File: src/verilog/pll_ld_map.svh
`ifndef PLL_LD_MAP_SVH
`define PLL_LD_MAP_SVH

// ****************************************************************
// Register indices (byte address is four times the index)
// ****************************************************************
`define REG_LD_CFG_IDX   8'h07
`define REG_PUMP_IDX     8'h09
`define REG_PD_IDX       8'h0b
`define REG_OUTSEL_IDX   8'h0f
`define REG_STATUS_IDX   8'h12

// ****************************************************************
// Field positions
// ****************************************************************
`define LD_WINCNT_LSB    0
`define LD_EN_BIT        3
`define LD_WINSRC_BIT    6
`define LD_DIV_LSB       7
`define LD_SPEED_LSB     10
`define PUMP_DN_LSB      0
`define PUMP_UP_LSB      7
`define PUMP_OFS_LSB     14
`define PUMP_OFS_UP_BIT  21
`define PUMP_OFS_DN_BIT  22
`define PD_SLIP_LSB      7
`define OUT_SEL_LSB      0
`define OUT_SHARE_BIT    6
`define OUT_TEST_BIT     8
`define STATUS_LOCK_BIT  1

// ****************************************************************
// Reset values and writable masks
// ****************************************************************
`define LD_CFG_RST       32'h0000_0000
`define PUMP_RST         32'h0000_1932
`define PD_RST           32'h0000_0000
`define OUTSEL_RST       32'h0000_0001
`define LD_CFG_MASK      32'h0000_0fcf
`define PUMP_MASK        32'h007f_ffff
`define PD_MASK          32'h0000_0180
`define OUTSEL_MASK      32'h0000_015f

// ****************************************************************
// Timing
// ****************************************************************
`define CLK_PERIOD_NS    100
`define ANALOG_WIN_NS    10
`define ANALOG_WIN_RAW   (`ANALOG_WIN_NS / `CLK_PERIOD_NS)
`define ANALOG_WIN_CYC   ((`ANALOG_WIN_RAW < 1) ? 1 : `ANALOG_WIN_RAW)
`define SLIP_STEP_CYC    4
`define HITS_BASE        12'h010

`endif

File: src/verilog/pll_ld_pkg.sv
package pll_ld_pkg;
    typedef enum {ST_IDLE, ST_OPEN} win_state_t;
    typedef logic [1:0] axi_resp_t;
endpackage

File: src/verilog/lock_window_if.sv
`timescale 1ns/1ps
`default_nettype none
interface lock_window_if;
    logic       start;
    logic       cancel;
    logic       analog_sel;
    logic [1:0] speed;
    logic [2:0] div_sel;
    logic       expired;
    logic       timer_clk;
    modport ctrl  (output start, cancel, analog_sel, speed, div_sel, input expired, timer_clk);
    modport timer (input start, cancel, analog_sel, speed, div_sel, output expired, timer_clk);
endinterface
`default_nettype wire

File: src/verilog/lock_window_timer.sv
`timescale 1ns/1ps
`default_nettype none
`include "pll_ld_map.svh"
module lock_window_timer (
    input  wire logic   aclk,
    input  wire logic   aresetn,
    lock_window_if.timer win
);
    logic [2:0] presc_r;
    logic       half_tick;
    logic       timer_clk_r;
    logic       running_r;
    logic [7:0] cnt_r;
    logic [7:0] len_half;
    logic       done;

    // ****************************************************************
    // Lock-timer clock: half period is speed+1 system cycles
    // ****************************************************************
    assign half_tick = (presc_r == {1'b0, win.speed});

    always_ff @(posedge aclk) begin
        if (!aresetn || half_tick) begin
            presc_r <= 3'h0;
        end else begin
            presc_r <= presc_r + 3'h1;
        end
    end

    always_ff @(posedge aclk) begin
        if (!aresetn) begin
            timer_clk_r <= 1'b0;
        end else if (half_tick) begin
            timer_clk_r <= ~timer_clk_r;
        end
    end

    assign win.timer_clk = timer_clk_r;

    // ****************************************************************
    // Window length in half periods: divide 0.5 is one half period
    // ****************************************************************
    assign len_half = 8'h01 << win.div_sel;

    // Free-running prescaler: first half period may be short by up to speed system cycles
    assign done = running_r && (win.analog_sel
                  ? (cnt_r + 8'h01 >= 8'(`ANALOG_WIN_CYC))
                  : (half_tick && (cnt_r + 8'h01 == len_half)));

    assign win.expired = done;

    always_ff @(posedge aclk) begin
        if (!aresetn) begin
            running_r <= 1'b0;
            cnt_r     <= 8'h00;
        end else if (win.start) begin
            running_r <= 1'b1;
            cnt_r     <= 8'h00;
        end else if (win.cancel || done) begin
            running_r <= 1'b0;
        end else if (running_r && (win.analog_sel || half_tick)) begin
            cnt_r     <= cnt_r + 8'h01;
        end
    end
endmodule
`default_nettype wire

File: src/verilog/pll_lock_detect_and_pump_control.sv
// Overview of operation
// - Select bit one: digital timer window
// - Window length: programmed lock-timer cycles
// - Divide codes 0..7: 0.5 to 64
// - Speed code 00 fastest, 11 slowest
// - Lock-timer clock visible on test output
// - Lock after programmed consecutive in-window hits
// - One miss clears lock immediately
// - Stays low until full count again
// - Lock flag readable as status bit
// - Output select one: lock on pin
// - Pin shows read data during reads
// - Window opens on first comparator edge
// - Window width from speed and divide
// - Slip boost past selectable phase threshold
// - Pump down and up gain fields
// - Gain code drives pump current outputs
// - Offset magnitude and direction fields
// - Select bit zero: fixed analog window
// - Global lock-detect enable bit
// - Either input may arrive first
//
// Design decisions made here: register access over AXI4-Lite and the placing of the registers.
`timescale 1ns/1ps
`default_nettype none
`include "pll_ld_map.svh"
module pll_lock_detect_and_pump_control #(
    parameter int ADDR_W = 8
) (
    input  wire logic              aclk,
    input  wire logic              aresetn,
    input  wire logic [ADDR_W-1:0] s_axi_awaddr,
    input  wire logic [2:0]        s_axi_awprot,
    input  wire logic              s_axi_awvalid,
    output logic                   s_axi_awready,
    input  wire logic [31:0]       s_axi_wdata,
    input  wire logic [3:0]        s_axi_wstrb,
    input  wire logic              s_axi_wvalid,
    output logic                   s_axi_wready,
    output logic [1:0]             s_axi_bresp,
    output logic                   s_axi_bvalid,
    input  wire logic              s_axi_bready,
    input  wire logic [ADDR_W-1:0] s_axi_araddr,
    input  wire logic [2:0]        s_axi_arprot,
    input  wire logic              s_axi_arvalid,
    output logic                   s_axi_arready,
    output logic [31:0]            s_axi_rdata,
    output logic [1:0]             s_axi_rresp,
    output logic                   s_axi_rvalid,
    input  wire logic              s_axi_rready,
    input  wire logic              ref_edge_pin,
    input  wire logic              div_edge_pin,
    input  wire logic              serial_read_active,
    input  wire logic              serial_read_data,
    output logic                   lock_or_serial_out_pin,
    output logic                   general_test_output,
    output logic                   lock_flag,
    output logic [6:0]             pump_down_gain,
    output logic [6:0]             pump_up_gain,
    output logic [6:0]             pump_offset,
    output logic                   pump_offset_up,
    output logic                   pump_offset_down,
    output logic [1:0]             slip_threshold,
    output logic                   slip_prevention
);
    // ****************************************************************
    // Declarations
    // ****************************************************************
    logic [31:0]            ld_cfg_r;
    logic [31:0]            pump_r;
    logic [31:0]            pd_r;
    logic [31:0]            outsel_r;
    logic                   bvalid_r;
    pll_ld_pkg::axi_resp_t  bresp_r;
    logic                   rvalid_r;
    logic [31:0]            rdata_r;
    pll_ld_pkg::axi_resp_t  rresp_r;
    logic                   wr_hs;
    logic                   rd_hs;
    logic [ADDR_W-3:0]      wr_idx;
    logic [ADDR_W-3:0]      rd_idx;
    logic [31:0]            wmask;
    logic [1:0]             ref_sync_r;
    logic [1:0]             div_sync_r;
    logic                   ref_prev_r;
    logic                   div_prev_r;
    logic                   ref_rise;
    logic                   div_rise;
    pll_ld_pkg::win_state_t state_r;
    logic                   opener_ref_r;
    logic                   hit;
    logic                   miss;
    logic                   other_rise;
    logic [11:0]            hit_cnt_r;
    logic [11:0]            hits_needed;
    logic                   locked_r;
    logic                   ld_en;
    logic [7:0]             err_cnt_r;
    logic                   slip_r;
    logic                   pin_r;
    logic                   test_r;
    logic                   pin_to_serial;
    lock_window_if win ();
    assign ld_en = ld_cfg_r[`LD_EN_BIT];

    // ****************************************************************
    // AXI4-Lite write: address and data taken together
    // ****************************************************************
    assign wr_hs         = s_axi_awvalid && s_axi_wvalid && !bvalid_r;
    assign s_axi_awready = wr_hs;
    assign s_axi_wready  = wr_hs;
    assign wr_idx        = s_axi_awaddr[ADDR_W-1:2];
    assign wmask         = {{8{s_axi_wstrb[3]}}, {8{s_axi_wstrb[2]}},
                            {8{s_axi_wstrb[1]}}, {8{s_axi_wstrb[0]}}};

    always_ff @(posedge aclk) begin
        if (!aresetn) begin
            ld_cfg_r <= `LD_CFG_RST;
            pump_r   <= `PUMP_RST;
            pd_r     <= `PD_RST;
            outsel_r <= `OUTSEL_RST;
        end else if (wr_hs) begin
            case (wr_idx)
                (ADDR_W-2)'(`REG_LD_CFG_IDX):
                    ld_cfg_r <= ((ld_cfg_r & ~wmask) | (s_axi_wdata & wmask)) & `LD_CFG_MASK;
                (ADDR_W-2)'(`REG_PUMP_IDX):
                    pump_r <= ((pump_r & ~wmask) | (s_axi_wdata & wmask)) & `PUMP_MASK;
                (ADDR_W-2)'(`REG_PD_IDX):
                    pd_r <= ((pd_r & ~wmask) | (s_axi_wdata & wmask)) & `PD_MASK;
                (ADDR_W-2)'(`REG_OUTSEL_IDX):
                    outsel_r <= ((outsel_r & ~wmask) | (s_axi_wdata & wmask)) & `OUTSEL_MASK;
                default: ;
            endcase
        end
    end

    always_ff @(posedge aclk) begin
        if (!aresetn) begin
            bvalid_r <= 1'b0;
            bresp_r  <= 2'b00;
        end else if (wr_hs) begin
            bvalid_r <= 1'b1;
            case (wr_idx)
                (ADDR_W-2)'(`REG_LD_CFG_IDX), (ADDR_W-2)'(`REG_PUMP_IDX), (ADDR_W-2)'(`REG_PD_IDX),
                (ADDR_W-2)'(`REG_OUTSEL_IDX), (ADDR_W-2)'(`REG_STATUS_IDX): bresp_r <= 2'b00;
                default: bresp_r <= 2'b10;
            endcase
        end else if (s_axi_bready) begin
            bvalid_r <= 1'b0;
        end
    end

    assign s_axi_bvalid = bvalid_r;
    assign s_axi_bresp  = bresp_r;

    // ****************************************************************
    // AXI4-Lite read
    // ****************************************************************
    assign rd_hs         = s_axi_arvalid && !rvalid_r;
    assign s_axi_arready = !rvalid_r;
    assign rd_idx        = s_axi_araddr[ADDR_W-1:2];

    always_ff @(posedge aclk) begin
        if (!aresetn) begin
            rvalid_r <= 1'b0;
            rdata_r  <= 32'h0000_0000;
            rresp_r  <= 2'b00;
        end else if (rd_hs) begin
            rvalid_r <= 1'b1;
            rresp_r  <= 2'b00;
            case (rd_idx)
                (ADDR_W-2)'(`REG_LD_CFG_IDX): rdata_r <= ld_cfg_r;
                (ADDR_W-2)'(`REG_PUMP_IDX):   rdata_r <= pump_r;
                (ADDR_W-2)'(`REG_PD_IDX):     rdata_r <= pd_r;
                (ADDR_W-2)'(`REG_OUTSEL_IDX): rdata_r <= outsel_r;
                (ADDR_W-2)'(`REG_STATUS_IDX): rdata_r <= 32'(locked_r) << `STATUS_LOCK_BIT;
                default: begin
                    rdata_r <= 32'h0000_0000;
                    rresp_r <= 2'b10;
                end
            endcase
        end else if (s_axi_rready) begin
            rvalid_r <= 1'b0;
        end
    end

    assign s_axi_rvalid = rvalid_r;
    assign s_axi_rdata  = rdata_r;
    assign s_axi_rresp  = rresp_r;

    // ****************************************************************
    // Comparator edge capture
    // ****************************************************************
    always_ff @(posedge aclk) begin
        if (!aresetn) begin
            ref_sync_r <= 2'b00;
            div_sync_r <= 2'b00;
            ref_prev_r <= 1'b0;
            div_prev_r <= 1'b0;
        end else begin
            ref_sync_r <= {ref_sync_r[0], ref_edge_pin};
            div_sync_r <= {div_sync_r[0], div_edge_pin};
            ref_prev_r <= ref_sync_r[1];
            div_prev_r <= div_sync_r[1];
        end
    end

    assign ref_rise = ref_sync_r[1] && !ref_prev_r;
    assign div_rise = div_sync_r[1] && !div_prev_r;

    // ****************************************************************
    // Window control
    // ****************************************************************
    assign win.analog_sel = !ld_cfg_r[`LD_WINSRC_BIT];
    assign win.speed      = ld_cfg_r[`LD_SPEED_LSB +: 2];
    assign win.div_sel    = ld_cfg_r[`LD_DIV_LSB +: 3];
    assign win.start      = ld_en && (state_r == pll_ld_pkg::ST_IDLE)
                            && (ref_rise ^ div_rise);

    // The opposite input closes the window as a hit, timer expiry as a miss; either may lead
    assign other_rise = opener_ref_r ? div_rise : ref_rise;
    assign win.cancel = (state_r == pll_ld_pkg::ST_OPEN) && other_rise;
    assign hit  = ld_en && (((state_r == pll_ld_pkg::ST_IDLE) && ref_rise && div_rise)
                            || win.cancel);
    assign miss = ld_en && (state_r == pll_ld_pkg::ST_OPEN) && !other_rise && win.expired;
    lock_window_timer u_timer (
        .aclk    (aclk),
        .aresetn (aresetn),
        .win     (win.timer)
    );
    always_ff @(posedge aclk) begin
        if (!aresetn || !ld_en) begin
            state_r      <= pll_ld_pkg::ST_IDLE;
            opener_ref_r <= 1'b0;
        end else begin
            case (state_r)
                pll_ld_pkg::ST_IDLE: begin
                    if (win.start) begin
                        state_r      <= pll_ld_pkg::ST_OPEN;
                        opener_ref_r <= ref_rise;
                    end
                end
                pll_ld_pkg::ST_OPEN: begin
                    if (hit || miss) begin
                        state_r <= pll_ld_pkg::ST_IDLE;
                    end
                end
                default: state_r <= pll_ld_pkg::ST_IDLE;
            endcase
        end
    end

    // ****************************************************************
    // Lock declaration
    // ****************************************************************
    assign hits_needed = `HITS_BASE << ld_cfg_r[`LD_WINCNT_LSB +: 3];
    always_ff @(posedge aclk) begin
        if (!aresetn || !ld_en) begin
            hit_cnt_r <= 12'h000;
            locked_r  <= 1'b0;
        end else if (miss) begin
            hit_cnt_r <= 12'h000;
            locked_r  <= 1'b0;
        end else if (hit) begin
            if (hit_cnt_r + 12'h001 >= hits_needed) begin
                locked_r <= 1'b1;
            end else begin
                hit_cnt_r <= hit_cnt_r + 12'h001;
            end
        end
    end

    assign lock_flag = locked_r;

    // ****************************************************************
    // Slip prevention: boost while the open window outlasts threshold
    // ****************************************************************
    always_ff @(posedge aclk) begin
        if (!aresetn || state_r != pll_ld_pkg::ST_OPEN) begin
            err_cnt_r <= 8'h00;
        end else if (err_cnt_r != 8'hff) begin
            err_cnt_r <= err_cnt_r + 8'h01;
        end
    end
    always_ff @(posedge aclk) begin
        if (!aresetn) begin
            slip_r <= 1'b0;
        end else begin
            slip_r <= (state_r == pll_ld_pkg::ST_OPEN) && !hit && !miss
                      && (err_cnt_r >= 8'((32'(pd_r[`PD_SLIP_LSB +: 2]) + 1) * `SLIP_STEP_CYC));
        end
    end

    assign slip_prevention = slip_r;
    assign slip_threshold  = pd_r[`PD_SLIP_LSB +: 2];

    // ****************************************************************
    // Pump fields
    // ****************************************************************
    // Code 50 gives 1 mA per pump; analog side scales, so codes pass raw
    assign pump_down_gain   = pump_r[`PUMP_DN_LSB +: 7];
    assign pump_up_gain     = pump_r[`PUMP_UP_LSB +: 7];
    assign pump_offset      = pump_r[`PUMP_OFS_LSB +: 7];
    assign pump_offset_up   = pump_r[`PUMP_OFS_UP_BIT];
    assign pump_offset_down = pump_r[`PUMP_OFS_DN_BIT];

    // ****************************************************************
    // Shared pin and test output
    // ****************************************************************
    assign pin_to_serial = !outsel_r[`OUT_SHARE_BIT] && serial_read_active;
    always_ff @(posedge aclk) begin
        if (!aresetn) begin
            pin_r <= 1'b0;
        end else if (pin_to_serial || outsel_r[`OUT_SEL_LSB +: 5] != 5'h01) begin
            pin_r <= serial_read_data;
        end else begin
            pin_r <= locked_r;
        end
    end

    always_ff @(posedge aclk) begin
        if (!aresetn) begin
            test_r <= 1'b0;
        end else begin
            test_r <= outsel_r[`OUT_TEST_BIT] && win.timer_clk;
        end
    end

    assign lock_or_serial_out_pin = pin_r;
    assign general_test_output    = test_r;
endmodule
`default_nettype wire

File: config.mk
export PLATFORM = sky130hd
export DESIGN_NAME = pll_lock_detect_and_pump_control
export DESIGN_NICKNAME = d
export VERILOG_FILES = /design/src/verilog/pll_ld_pkg.sv /design/src/verilog/lock_window_if.sv /design/src/verilog/lock_window_timer.sv /design/src/verilog/pll_lock_detect_and_pump_control.sv
export VERILOG_INCLUDE_DIRS = /design/src /design/src/verilog
export SDC_FILE = /design/constraint.sdc
export NUM_CORES = 1
export LEC_CHECK = 0
export BUFFER_PORTS_ARGS = -buffer_cell sky130_fd_sc_hd__buf_2
export CAP_MARGIN = 20
export CORE_UTILIZATION = 39
export CTS_CLUSTER_SIZE = 12
export DETAILED_ROUTE_END_ITERATION = 6
export SYNTH_ARGS = -nofsm -noshare
export SYNTH_HDL_FRONTEND = slang
export SYNTH_SLANG_ARGS = --single-unit
File: constraint.sdc
create_clock -name aclk -period 6.1 [get_ports aclk]
set_input_delay 0.61 -clock aclk [delete_from_list [all_inputs] [get_ports aclk]]
set_output_delay 0.61 -clock aclk [all_outputs]
set_load 0.01 [all_outputs]
==> metrics.md, run 1 <==
| Metric | Value |
|---|---|
| Status | `complete, no violations` |
| Asr flop ratio synth | `0` |
| Yosys cell types | `68` |
| Syn. warnings | `0` |
| Multi-input logic area | `3360 sq um` |
| Die ar. | `15800 sq um` |
| Area grow syn2layout | `18.2%` |
| Hold Buf Count CTS | `0` |
| Critical path class | `reg -> reg` |
| Main combinational cell family by area after synthesis | `simple AND/OR/NAND/NOR gates` |
| Pin count of the biggest net entering global routing | `87` |
| Total congestion overflow | `0` |
| I/O pins | `139` |
| Ant diodes | `0` |
| Xor-xnor portion of the synthesized cell area | `0.0498` |
| GRT Util Overall | `0.201` |
| Routed wire length | `15200 microns` |
| WL per Instance | `15.5 microns` |
| Slowest CP cell | `nor4_4` |
| Sequential share of the synthesized area | `0.382` |
| Final period util | `0.541` |
| Final nets | `880` |
| Minimum clock period | `3300 ps` |
| P per Cell Area | `255 nW/um^2` |
| Post-CTS Setup Inserts | `0` |
| Register area | `2280 sq um` |
| Post-synth EDFFs | `0` |
| Number of global-route vias before repair | `5207` |
| Net Sw Frac | `0.220` |
| Worst slew margin | `0.310` |
| Initial DRC Count | `201` |
| Post-synth top area cell | `dfxtp_1` |
| Hold crit path type | `in -> reg` |
| Critical Path RT | `6350 ps` |
| Crit path arrival time | `3550 ps` |
| Detailed placement HPWL | `10800 microns` |
| Fin Clk Skew | `14.4 ps` |
| Ranking of synthesized cells by area | `dfxtp_1, nand3_1, nand2_1` |
| Hold Violations, Final | `0` |
| Avg Inst Size Synth | `8.40 sq um` |
| PostCTS Resize Cnt | `0` |
| Starting Density | `0.405` |
| Synthesized flop and latch total | `114` |
| Die Y | `126 microns` |
| GP Congestion | `0.847` |
| Critical path capture point type | `register` |
| Inserted Clock Buffers | `17` |
| Clk pwr share | `0.525` |
| Net switching power | `396 uW` |
| Peak supply drop | `0.183 mV` |
| Cells after Synth | `711` |
| Share of cells above drive strength 1 | `0.191` |
| Root buffer cell | `clkbuf_16` |
| Synth Area in Compound Gates | `0.160` |
| Width of the die | `126 microns` |
| Total number of vias | `5272` |
| DRT Pass-1 Iters | `5` |
| Worst hold margin | `404 ps` |
| Bufs on Longest Clock Path | `2` |
| Clk sinks | `114` |
| F_max | `303 MHz` |
| Main synth FF type | `dfxtp_1` |
| First-pass GRT wire length | `25400 microns` |
| # rows | `44` |
| Reg clk slew, reported paths | `50 ps` |
| Largest stage delay, worst path | `750 ps` |
| Skew-Pair Late Insertion Delay | `420 ps` |
| LEAKAGE | `2.84 nW` |
| Crit-path cells | `inv_1 -> ha_1 -> or4b_1 -> a21oi_1 -> o31ai_1 -> o31a_1 -> nor4_4 -> a2111oi_0` |
| ANT nets after route | `0` |
| Slew Viols, Final | `0` |
| RSZ-0062 raised after global routing | `no` |
| Simple-gate share of the synthesized area | `0.273` |
| Number of setup violations in the final report | `0` |
| Multiplexer area fraction after synthesis | `0.0308` |
| Sequential share of power | `0.423` |
| DRC | `0` |
| Crit Path Max Fanout | `15` |
| CTS tree | `built` |
| TNS Setup | `0 ps` |
| Netlist Area Pre-Place | `5980 sq um` |
| Combinational Power Share | `0.052` |
| Post-Synth Adder-Cell Area | `0.0419` |
| CP Launch Type | `register` |
| Yosys top cell area share | `0.382` |
| Internal power | `1.40 mW` |
| Vias per Instance | `5.35` |
| Initial antenna violation count | `0` |
| H-tree depth | `4` |
| Core ar. | `14800 sq um` |
| Slew @ Worst Pin | `1030 ps` |
| Layout filler cell count | `1423` |
| Port Buf Inserts | `107` |
| Max-cap violations | `0` |
worst max-delay path, delay by kind of cell, from the launching register on:
family	cells	cell delay (ps)
flip-flops	1	590
AO/OA/AOI/OAI	4	780
adder cells (fa/ha/maj)	1	370
buffers and inverters	1	110
AND/OR/NAND/NOR	2	1280
cell type report:
type / instances / area share
multi-input combinational: 530 / 0.476
sequential: 114 / 0.323
timing repair buffer: 113 / 0.0819
clock buffer: 23 / 0.0663
tap: 184 / 0.0326
clock inverter: 6 / 0.0117
inverter: 15 / 0.00797
cells in the mapped netlist (all sizes together) (9+ instances only):
library cell	count
nand3	76
nand2	93
inv	15
xnor2	23
buf	29
a21oi	19
nor3b	15
nand2b	9
nor3	23
a21boi	43
nor2	37
dfxtp	114
ha	20
nor2b	13
xor2	11
mux2i	15
o21ai	18
clkbuf	33
final timing paths:
check                           cells after the start                           from  slack, ps                          to
worst min-delay path                                2                   div_edge_pin        400    div_sync_r[0]$_SDFF_PN0_
worst max-delay path                                8  u_timer.cnt_r[0]$_SDFFE_PP0P_       2800  slip_prevention$_SDFF_PN0_
worst min register to register                      1       ref_sync_r[0]$_SDFF_PN0_        450    ref_sync_r[1]$_SDFF_PN0_
worst max register to register                      8  u_timer.cnt_r[0]$_SDFFE_PP0P_       2800  slip_prevention$_SDFF_PN0_
cells in the final DEF, fill, tap and decap left out, drive strengths merged, types with 3 or more instances in the layout:
master,instances
a2111o,4
o211a,5
and3,6
o21ai,18
xnor2,23
o31ai,3
nand3,76
and2,8
mux2i,15
a31oi,3
nand4,5
mux2,3
nor3,23
a21boi,43
inv,15
a221oi,7
clkbuf,23
a21oi,19
nand2b,9
nor4,8
a2111oi,3
nor2b,13
o21a,4
dfxtp,114
buf,113
clkinv,3
nor3b,15
nor2,37
xor2,11
conb,11
and4,3
nand3b,8
nand2,93
ha,20
per-stage QoR:
stage               total power [mW]  instance area, sq um  cells  setup slack, ps  utilization
floorplan                      0.834                  6010    721             3330            -
global placement               0.868                  6510    955             2810        0.441
detailed placement             0.869                  6510    955             2690        0.441
CTS                             1.82                  7060    984             2670        0.478
global route                    1.86                  7060    985             2560        0.479
finish                          1.80                  7060    985             2800        0.479
power by group through the flow:
stage	registers, mW	logic, mW	clock network [mW]
2_1_floorplan	0.779	0.0551	0
3_3_place_gp	0.776	0.0919	0
3_5_place_dp	0.776	0.0930	0
4_1_cts	0.761	0.0933	0.963
5_1_grt	0.762	0.103	0.992
6_report	0.761	0.0930	0.946
cells by family (layout without fill, tap and decap cells):
group,count (synthesis),in the layout
and+or+nand+nor,318,318
AOI/OAI and AO/OA,129,129
DFF,114,114
buffers and inverters,77,157
xor gates and xnor gates,34,34
adders and majority gates,20,20
muxes,18,18
other,1,11
layer usage:
| layer | wire [microns] | vias up | GRT usage |
|---|---|---|---|
| met3 | 1030 | 18 | 0.0671 |
| li1 | - | 2653 | - |
| met1 | 6970 | 2454 | 0.239 |
| met2 | 6950 | 147 | 0.334 |
| met5 | 0 | - | 0 |
| met4 | 286 | 0 | 0.0787 |
(Power assumes the default switching activity.)
==> run 2, diff against run 1 <==
- ABC_AREA: unset -> 1
- clock period: 6.1 -> 2.93 ns (I/O delays scaled with it)
==> run 2 against run 1 <==
Critical path type unchanged. Highest routed layer unchanged. Synthesized cell count grew 13%. Combinational power increased by 54%. First-iteration DRC count grew 54%. Worst hold slack got worse by 340 ps. Wire length down 7.1%.
==> metrics.md, run 2 <==
| Metric | Value |
|---|---|
| DRC | `0` |
| Critical Path RT | `3220 ps` |
| Placed cell count | `1074` |
| Area after DPL | `6270 sq um` |
| LEAKAGE | `3.10 nW` |
| Beginning of the worst register-to-register path | `hit_cnt_r[0]$_SDFFE_PP0P_` |
| Asr flop ratio synth | `0` |
| I/O pins | `139` |
| R2r endpoint | `hit_cnt_r[3]$_SDFFE_PP0P_` |
| Final period util | `0.894` |
| Total congestion overflow | `0` |
| Hold Crit Endpoint | `div_sync_r[0]$_SDFF_PN0_` |
| Sequential share of the synthesized area | `0.408` |
| Min-delay src | `div_edge_pin` |
| Ranking of synthesized cells by area | `dfxtp_1, nand2_1, inv_1` |
| TNS Setup | `0 ps` |
| Initial DRC Count | `310` |
| Hold Violations, Final | `0` |
| Port Buf Inserts | `107` |
| Avg Inst Size Synth | `6.99 sq um` |
| Register-to-register path setup slack | `310 ps` |
| Count leader, synth | `nand2_1` |
| Ant diodes | `0` |
| Total number of vias | `5373` |
| Peak supply drop | `0.402 mV` |
| Reg clk slew, reported paths | `50 ps` |
| GRT Util Overall | `0.206` |
| Final setup margin | `310 ps` |
| Most common cell after layout, fill and taps aside | `nand2_1` |
| Post-synth EDFFs | `0` |
| Syn. warnings | `0` |
| Worst slew margin | `0.527` |
| Hold Buf Count CTS | `0` |
| Post-route cell area | `6900 sq um` |
| Initial antenna violation count | `0` |
| Post-synth top area cell | `dfxtp_1` |
| Status | `complete, no violations` |
| F_max | `382 MHz` |
| Pin count of the biggest net entering global routing | `45` |
| Non-filler instance count after layout | `1107` |
| Synthesized flop and latch total | `114` |
| Worst Hold Depth | `3` |
| Final Util | `0.495` |
| Root buffer cell | `clkbuf_16` |
| Width of the die | `122 microns` |
| Overall Power | `3.86 mW` |
| Final nets | `1003` |
| GP Congestion | `0.802` |
| Share of cells above drive strength 1 | `0.173` |
| CTS tree | `built` |
| Vias per Instance | `4.85` |
| Critical path capture point type | `register` |
| Yosys top cell area share | `0.408` |
| CP Launch Type | `register` |
| Crit path arrival time | `2910 ps` |
| Slew Viols, Final | `0` |
| ANT nets after route | `0` |
| Number of setup violations in the final report | `0` |
| Routed wire length | `14200 microns` |
| Number of global-route vias before repair | `5066` |
| WL per Instance | `12.8 microns` |
| Clk sinks | `114` |
| Die ar. | `14800 sq um` |
| Fin Clk Skew | `6.95 ps` |
| H-tree depth | `4` |
| Cells after Synth | `801` |
| Hold crit path type | `in -> reg` |
| Pre-CTS setup slack | `214 ps` |
| Slew @ Worst Pin | `702 ps` |
| Area grow syn2layout | `23.3%` |
| Yosys cell types | `40` |
| First-pass GRT wire length | `23900 microns` |
| Crit Path Max Fanout | `11` |
| Most frequent cells in the layout | `nand2_1, dfxtp_1, buf_2` |
| Worst hold margin | `66.7 ps` |
| Synth top cells by count | `nand2_1, dfxtp_1, inv_1` |
| Main synth FF type | `dfxtp_1` |
| Max-cap violations | `0` |
| Critical path class | `reg -> reg` |
| P per Cell Area | `560 nW/um^2` |
| # rows | `43` |
| Bufs on Longest Clock Path | `2` |
| Core ar. | `13900 sq um` |
| Starting Density | `0.402` |
| Netlist Area Pre-Place | `5600 sq um` |
| Minimum clock period | `2620 ps` |
| Detailed placement HPWL | `10500 microns` |
| Inserted Clock Buffers | `17` |
| Skew-Pair Late Insertion Delay | `420 ps` |
| Reg2Reg Depth | `16` |
| DRT Pass-1 Iters | `5` |
| Die Y | `122 microns` |
run 2: cell count changes in the layout (fill, tap and decap cells not counted), sizes merged, moves of 9 or more:
cell and change:
nand2 +110, inv +95, a21oi +58, a21boi -41, o21ai +32, nor2 +29
nand3 -26, xnor2 -19, mux2i -15, nor3b -14, nor2b -13, nand2b -9
run 2: logic make-up after synthesis:
group | Yosys count | share of synthesized area
flip-flops | 114 | 0.408
AO/OA/AOI/OAI | 152 | 0.148
XOR/XNOR | 11 | 0.0186
AND/OR/NAND/NOR | 359 | 0.272
other | 1 | 0.000670
buffers and inverters | 144 | 0.108
adder cells (fa/ha/maj) | 20 | 0.0447
run 2: worst max path at each step:
stage	startpoint	cells past startpoint	to
after detailed placement	hit_cnt_r[0]$_SDFFE_PP0P_	16	hit_cnt_r[3]$_SDFFE_PP0P_
after global placement	hit_cnt_r[0]$_SDFFE_PP0P_	16	hit_cnt_r[3]$_SDFFE_PP0P_
after CTS	hit_cnt_r[0]$_SDFFE_PP0P_	16	hit_cnt_r[3]$_SDFFE_PP0P_
after floorplan	hit_cnt_r[0]$_SDFFE_PP0P_	16	hit_cnt_r[11]$_SDFFE_PP0P_
final	hit_cnt_r[0]$_SDFFE_PP0P_	16	hit_cnt_r[3]$_SDFFE_PP0P_
after global routing	hit_cnt_r[0]$_SDFFE_PP0P_	16	hit_cnt_r[3]$_SDFFE_PP0P_
run 2: what timing repair did:
item,4_1_cts,5_1_grt
endpoints found under the setup margin,0,4
gates resized for setup,0,2
setup buffers,0,1
run 2: routing by layer:
metal	vias to the layer above	track usage	share of wire
li1	2813	-	-
met1	2422	0.267	0.48
met2	117	0.319	0.44
met3	21	0.0646	0.063
met4	0	0.0764	0.014
met5	-	0	0
run 2: cell type report:
cell class                      instances  area, sq um
Clock buffer                           21          470
Sequential cell                       114         2280
Fill cell                            1429         7030
Tap cell                              180          225
Clock inverter                         11          153
Timing Repair Buffer                  116          603
Inverter                              112          420
Multi-Input combinational cell        553         2750
run 2: critical path, stage by stage (launching register included):
cell and delay (ps):
dfxtp_1 400, ha_1 210, nand3_1 130, nor2_2 150, nand2_1 90, nor2_1 130, xor2_1 210, ha_1 260
nand2_1 70, nor2_1 60, nand4_1 70, o2111ai_1 160, nor2_2 150, inv_2 110, nor2_1 120, xnor2_1 130
nor2_1 50
run 2: where the power goes:
part | switching (mW) | leakage [nW] | internal (mW) | total [mW]
combinational | 0.0955 | 1.88 | 0.0475 | 0.143
clock | 0.744 | 0.296 | 1.41 | 2.15
sequential | 0.00477 | 0.921 | 1.56 | 1.57
total | 0.844 | 3.10 | 3.02 | 3.86
==> run 3, diff against run 2 <==
- GPL_TIMING_DRIVEN: unset -> 0
- HOLD_SLACK_MARGIN: unset -> 0.03
==> run 3 against run 2 <==
Maximum frequency decreased by 0.63%. Non-clock buffer count increased by 23. Worst setup slack got worse by 17 ps. Worst hold slack improved by 3.2 ps. Cell count increased by 1.8%. Critical path depth unchanged. Sequential power about the same. First-iteration DRC count increased by 6.8%. Critical path type unchanged. Highest routed layer unchanged.
==> metrics.md, run 3 (synthesized netlist as in run 2, its figures left out) <==
| Metric | Value |
|---|---|
| Status | `complete, no violations` |
| Sequential share of power | `0.427` |
| Pre-CTS setup slack | `169 ps` |
| Final period util | `0.900` |
| P per Cell Area | `526 nW/um^2` |
| Beginning of the worst register-to-register path | `hit_cnt_r[0]$_SDFFE_PP0P_` |
| Multi-input logic area | `2770 sq um` |
| Most frequent cells in the layout | `nand2_1, dfxtp_1, buf_2` |
| Starting Density | `0.402` |
| Most frequent CP cell | `nor2_2` |
| R2r endpoint | `hit_cnt_r[11]$_SDFFE_PP0P_` |
| Width of the die | `122 microns` |
| Reg clk slew, reported paths | `50 ps` |
| CTS tree | `built` |
| Share of cells above drive strength 1 | `0.181` |
| Critical path class | `reg -> reg` |
| Number of global-route vias before repair | `4785` |
| Critical path capture point type | `register` |
| Detailed placement HPWL | `11200 microns` |
| Max-cap violations | `0` |
| Initial DRC Count | `331` |
| Net switching power | `797 uW` |
| F_max | `379 MHz` |
| Slew Viols, Final | `0` |
| ANT nets after route | `0` |
| Final nets | `1026` |
| LEAKAGE | `3.15 nW` |
| Post-route cell area | `6980 sq um` |
| Worst Hold Depth | `3` |
| Clk pwr share | `0.530` |
| Peak supply drop | `0.374 mV` |
| Reg2Reg Depth | `16` |
| Port Buf Inserts | `107` |
| Area grow syn2layout | `24.7%` |
| Register area | `2280 sq um` |
| Largest stage delay, worst path | `380 ps` |
| Inserted Clock Buffers | `17` |
| Bufs on Longest Clock Path | `2` |
| Hold Crit Endpoint | `div_sync_r[0]$_SDFF_PN0_` |
| Crit path arrival time | `2950 ps` |
| I/O pins | `139` |
| Initial antenna violation count | `0` |
| Clk sinks | `114` |
| Routed wire length | `14700 microns` |
| Non-filler instance count after layout | `1127` |
| H-tree depth | `4` |
| CP Launch Type | `register` |
| Number of setup violations in the final report | `0` |
| Crit-path cells | `ha_2 -> nand3_1 -> nor2_2 -> nand2_1 -> nor2_2 -> xor2_1 -> ha_1 -> nand2_1 -> nor2_1 -> nand4_1 -> o2111ai_2 -> nor2_2 -> inv_1 -> clkbuf_4 -> o21ai_0 -> nor2_1` |
| Layout filler cell count | `1416` |
| Placed cell count | `1098` |
| CP top delay family | `simple AND/OR/NAND/NOR gates` |
| Pin count of the biggest net entering global routing | `17` |
| Ant diodes | `0` |
| Total number of vias | `5412` |
| DRC | `0` |
| Net Sw Frac | `0.217` |
| Internal power | `2.88 mW` |
| # rows | `43` |
| Worst hold margin | `70.0 ps` |
| DRT Pass-1 Iters | `6` |
| Crit Path Max Fanout | `10` |
| Hold Violations, Final | `0` |
| Fin Clk Skew | `6.41 ps` |
| GRT Util Overall | `0.212` |
| Hold Buf Count CTS | `0` |
| Most common cell after layout, fill and taps aside | `nand2_1` |
| Slowest CP cell | `dfxtp_2` |
| Worst setup path startpoint | `hit_cnt_r[0]$_SDFFE_PP0P_` |
| First-pass GRT wire length | `24100 microns` |
| Total congestion overflow | `0` |
| GP Congestion | `0.787` |
| CP bufs+invs | `2` |
| Die ar. | `14800 sq um` |
| Minimum clock period | `2640 ps` |
| Critical Path RT | `3240 ps` |
| WL per Instance | `13.0 microns` |
| TNS Setup | `0 ps` |
| Hold crit path type | `in -> reg` |
| Vias per Instance | `4.80` |
| Slew @ Worst Pin | `726 ps` |
| Final setup margin | `293 ps` |
| Register-to-register path setup slack | `290 ps` |
| Core ar. | `13900 sq um` |
| Skew-Pair Late Insertion Delay | `420 ps` |
| Die Y | `122 microns` |
| Combinational Power Share | `0.043` |
| Worst slew margin | `0.512` |
| Min-delay src | `div_edge_pin` |
| Area after DPL | `6390 sq um` |
| Root buffer cell | `clkbuf_16` |
run 3: worst max-delay path by stage:
stage                                 endpoint  slack [ps]  depth (start not counted)
detailed placement  hit_cnt_r[11]$_SDFFE_PP0P_         170                         16
global placement     hit_cnt_r[9]$_SDFFE_PP0P_         180                         16
floorplan           hit_cnt_r[11]$_SDFFE_PP0P_         550                         16
global route        hit_cnt_r[11]$_SDFFE_PP0P_          -5                         16
CTS                 hit_cnt_r[11]$_SDFFE_PP0P_         140                         16
finish              hit_cnt_r[11]$_SDFFE_PP0P_         290                         16
run 3: routing by layer:
metal  up-vias  global-route usage  routed length, microns
met3        17              0.0609                     911
met4         0              0.0856                     241
li1       2856                   -                       -
met2       137               0.311                    6310
met5         -                   0                       0
met1      2402               0.290                    7220
run 3: per-stage QoR:
| step | util | power, mW |
|---|---|---|
| after floorplan | - | 1.68 |
| after global placement | 0.459 | 1.76 |
| after detailed placement | 0.459 | 1.76 |
| after CTS | 0.499 | 3.71 |
| after global routing | 0.501 | 3.80 |
| final | 0.501 | 3.67 |
run 3: timing repair:
item                                    4_1_cts  5_1_grt
resized for setup                             0       11
endpoints found under the hold margin         0        0
buffers inserted                              0        0
endpoints found under the setup margin        0       12
run 3: tightest hold or removal path: stages:
cell and delay [ps]:
buf_2 80, nand2_1 40, inv_1 40
run 3: power by group through the flow:
stage	Clock [mW]	Combinational (mW)	Sequential, mW
6_report	1.95	0.160	1.57
5_1_grt	2.06	0.178	1.57
4_1_cts	1.99	0.160	1.57
3_5_place_dp	0	0.159	1.60
3_3_place_gp	0	0.159	1.60
2_1_floorplan	0	0.0811	1.60
run 3: final cells by class:
class | instances | area share
sequential | 114 | 0.327
timing repair buffer | 107 | 0.0767
clock inverter | 5 | 0.00753
buffer | 32 | 0.0271
clock buffer | 24 | 0.0719
inverter | 112 | 0.0602
tap | 180 | 0.0323
multi-input combinational | 553 | 0.397
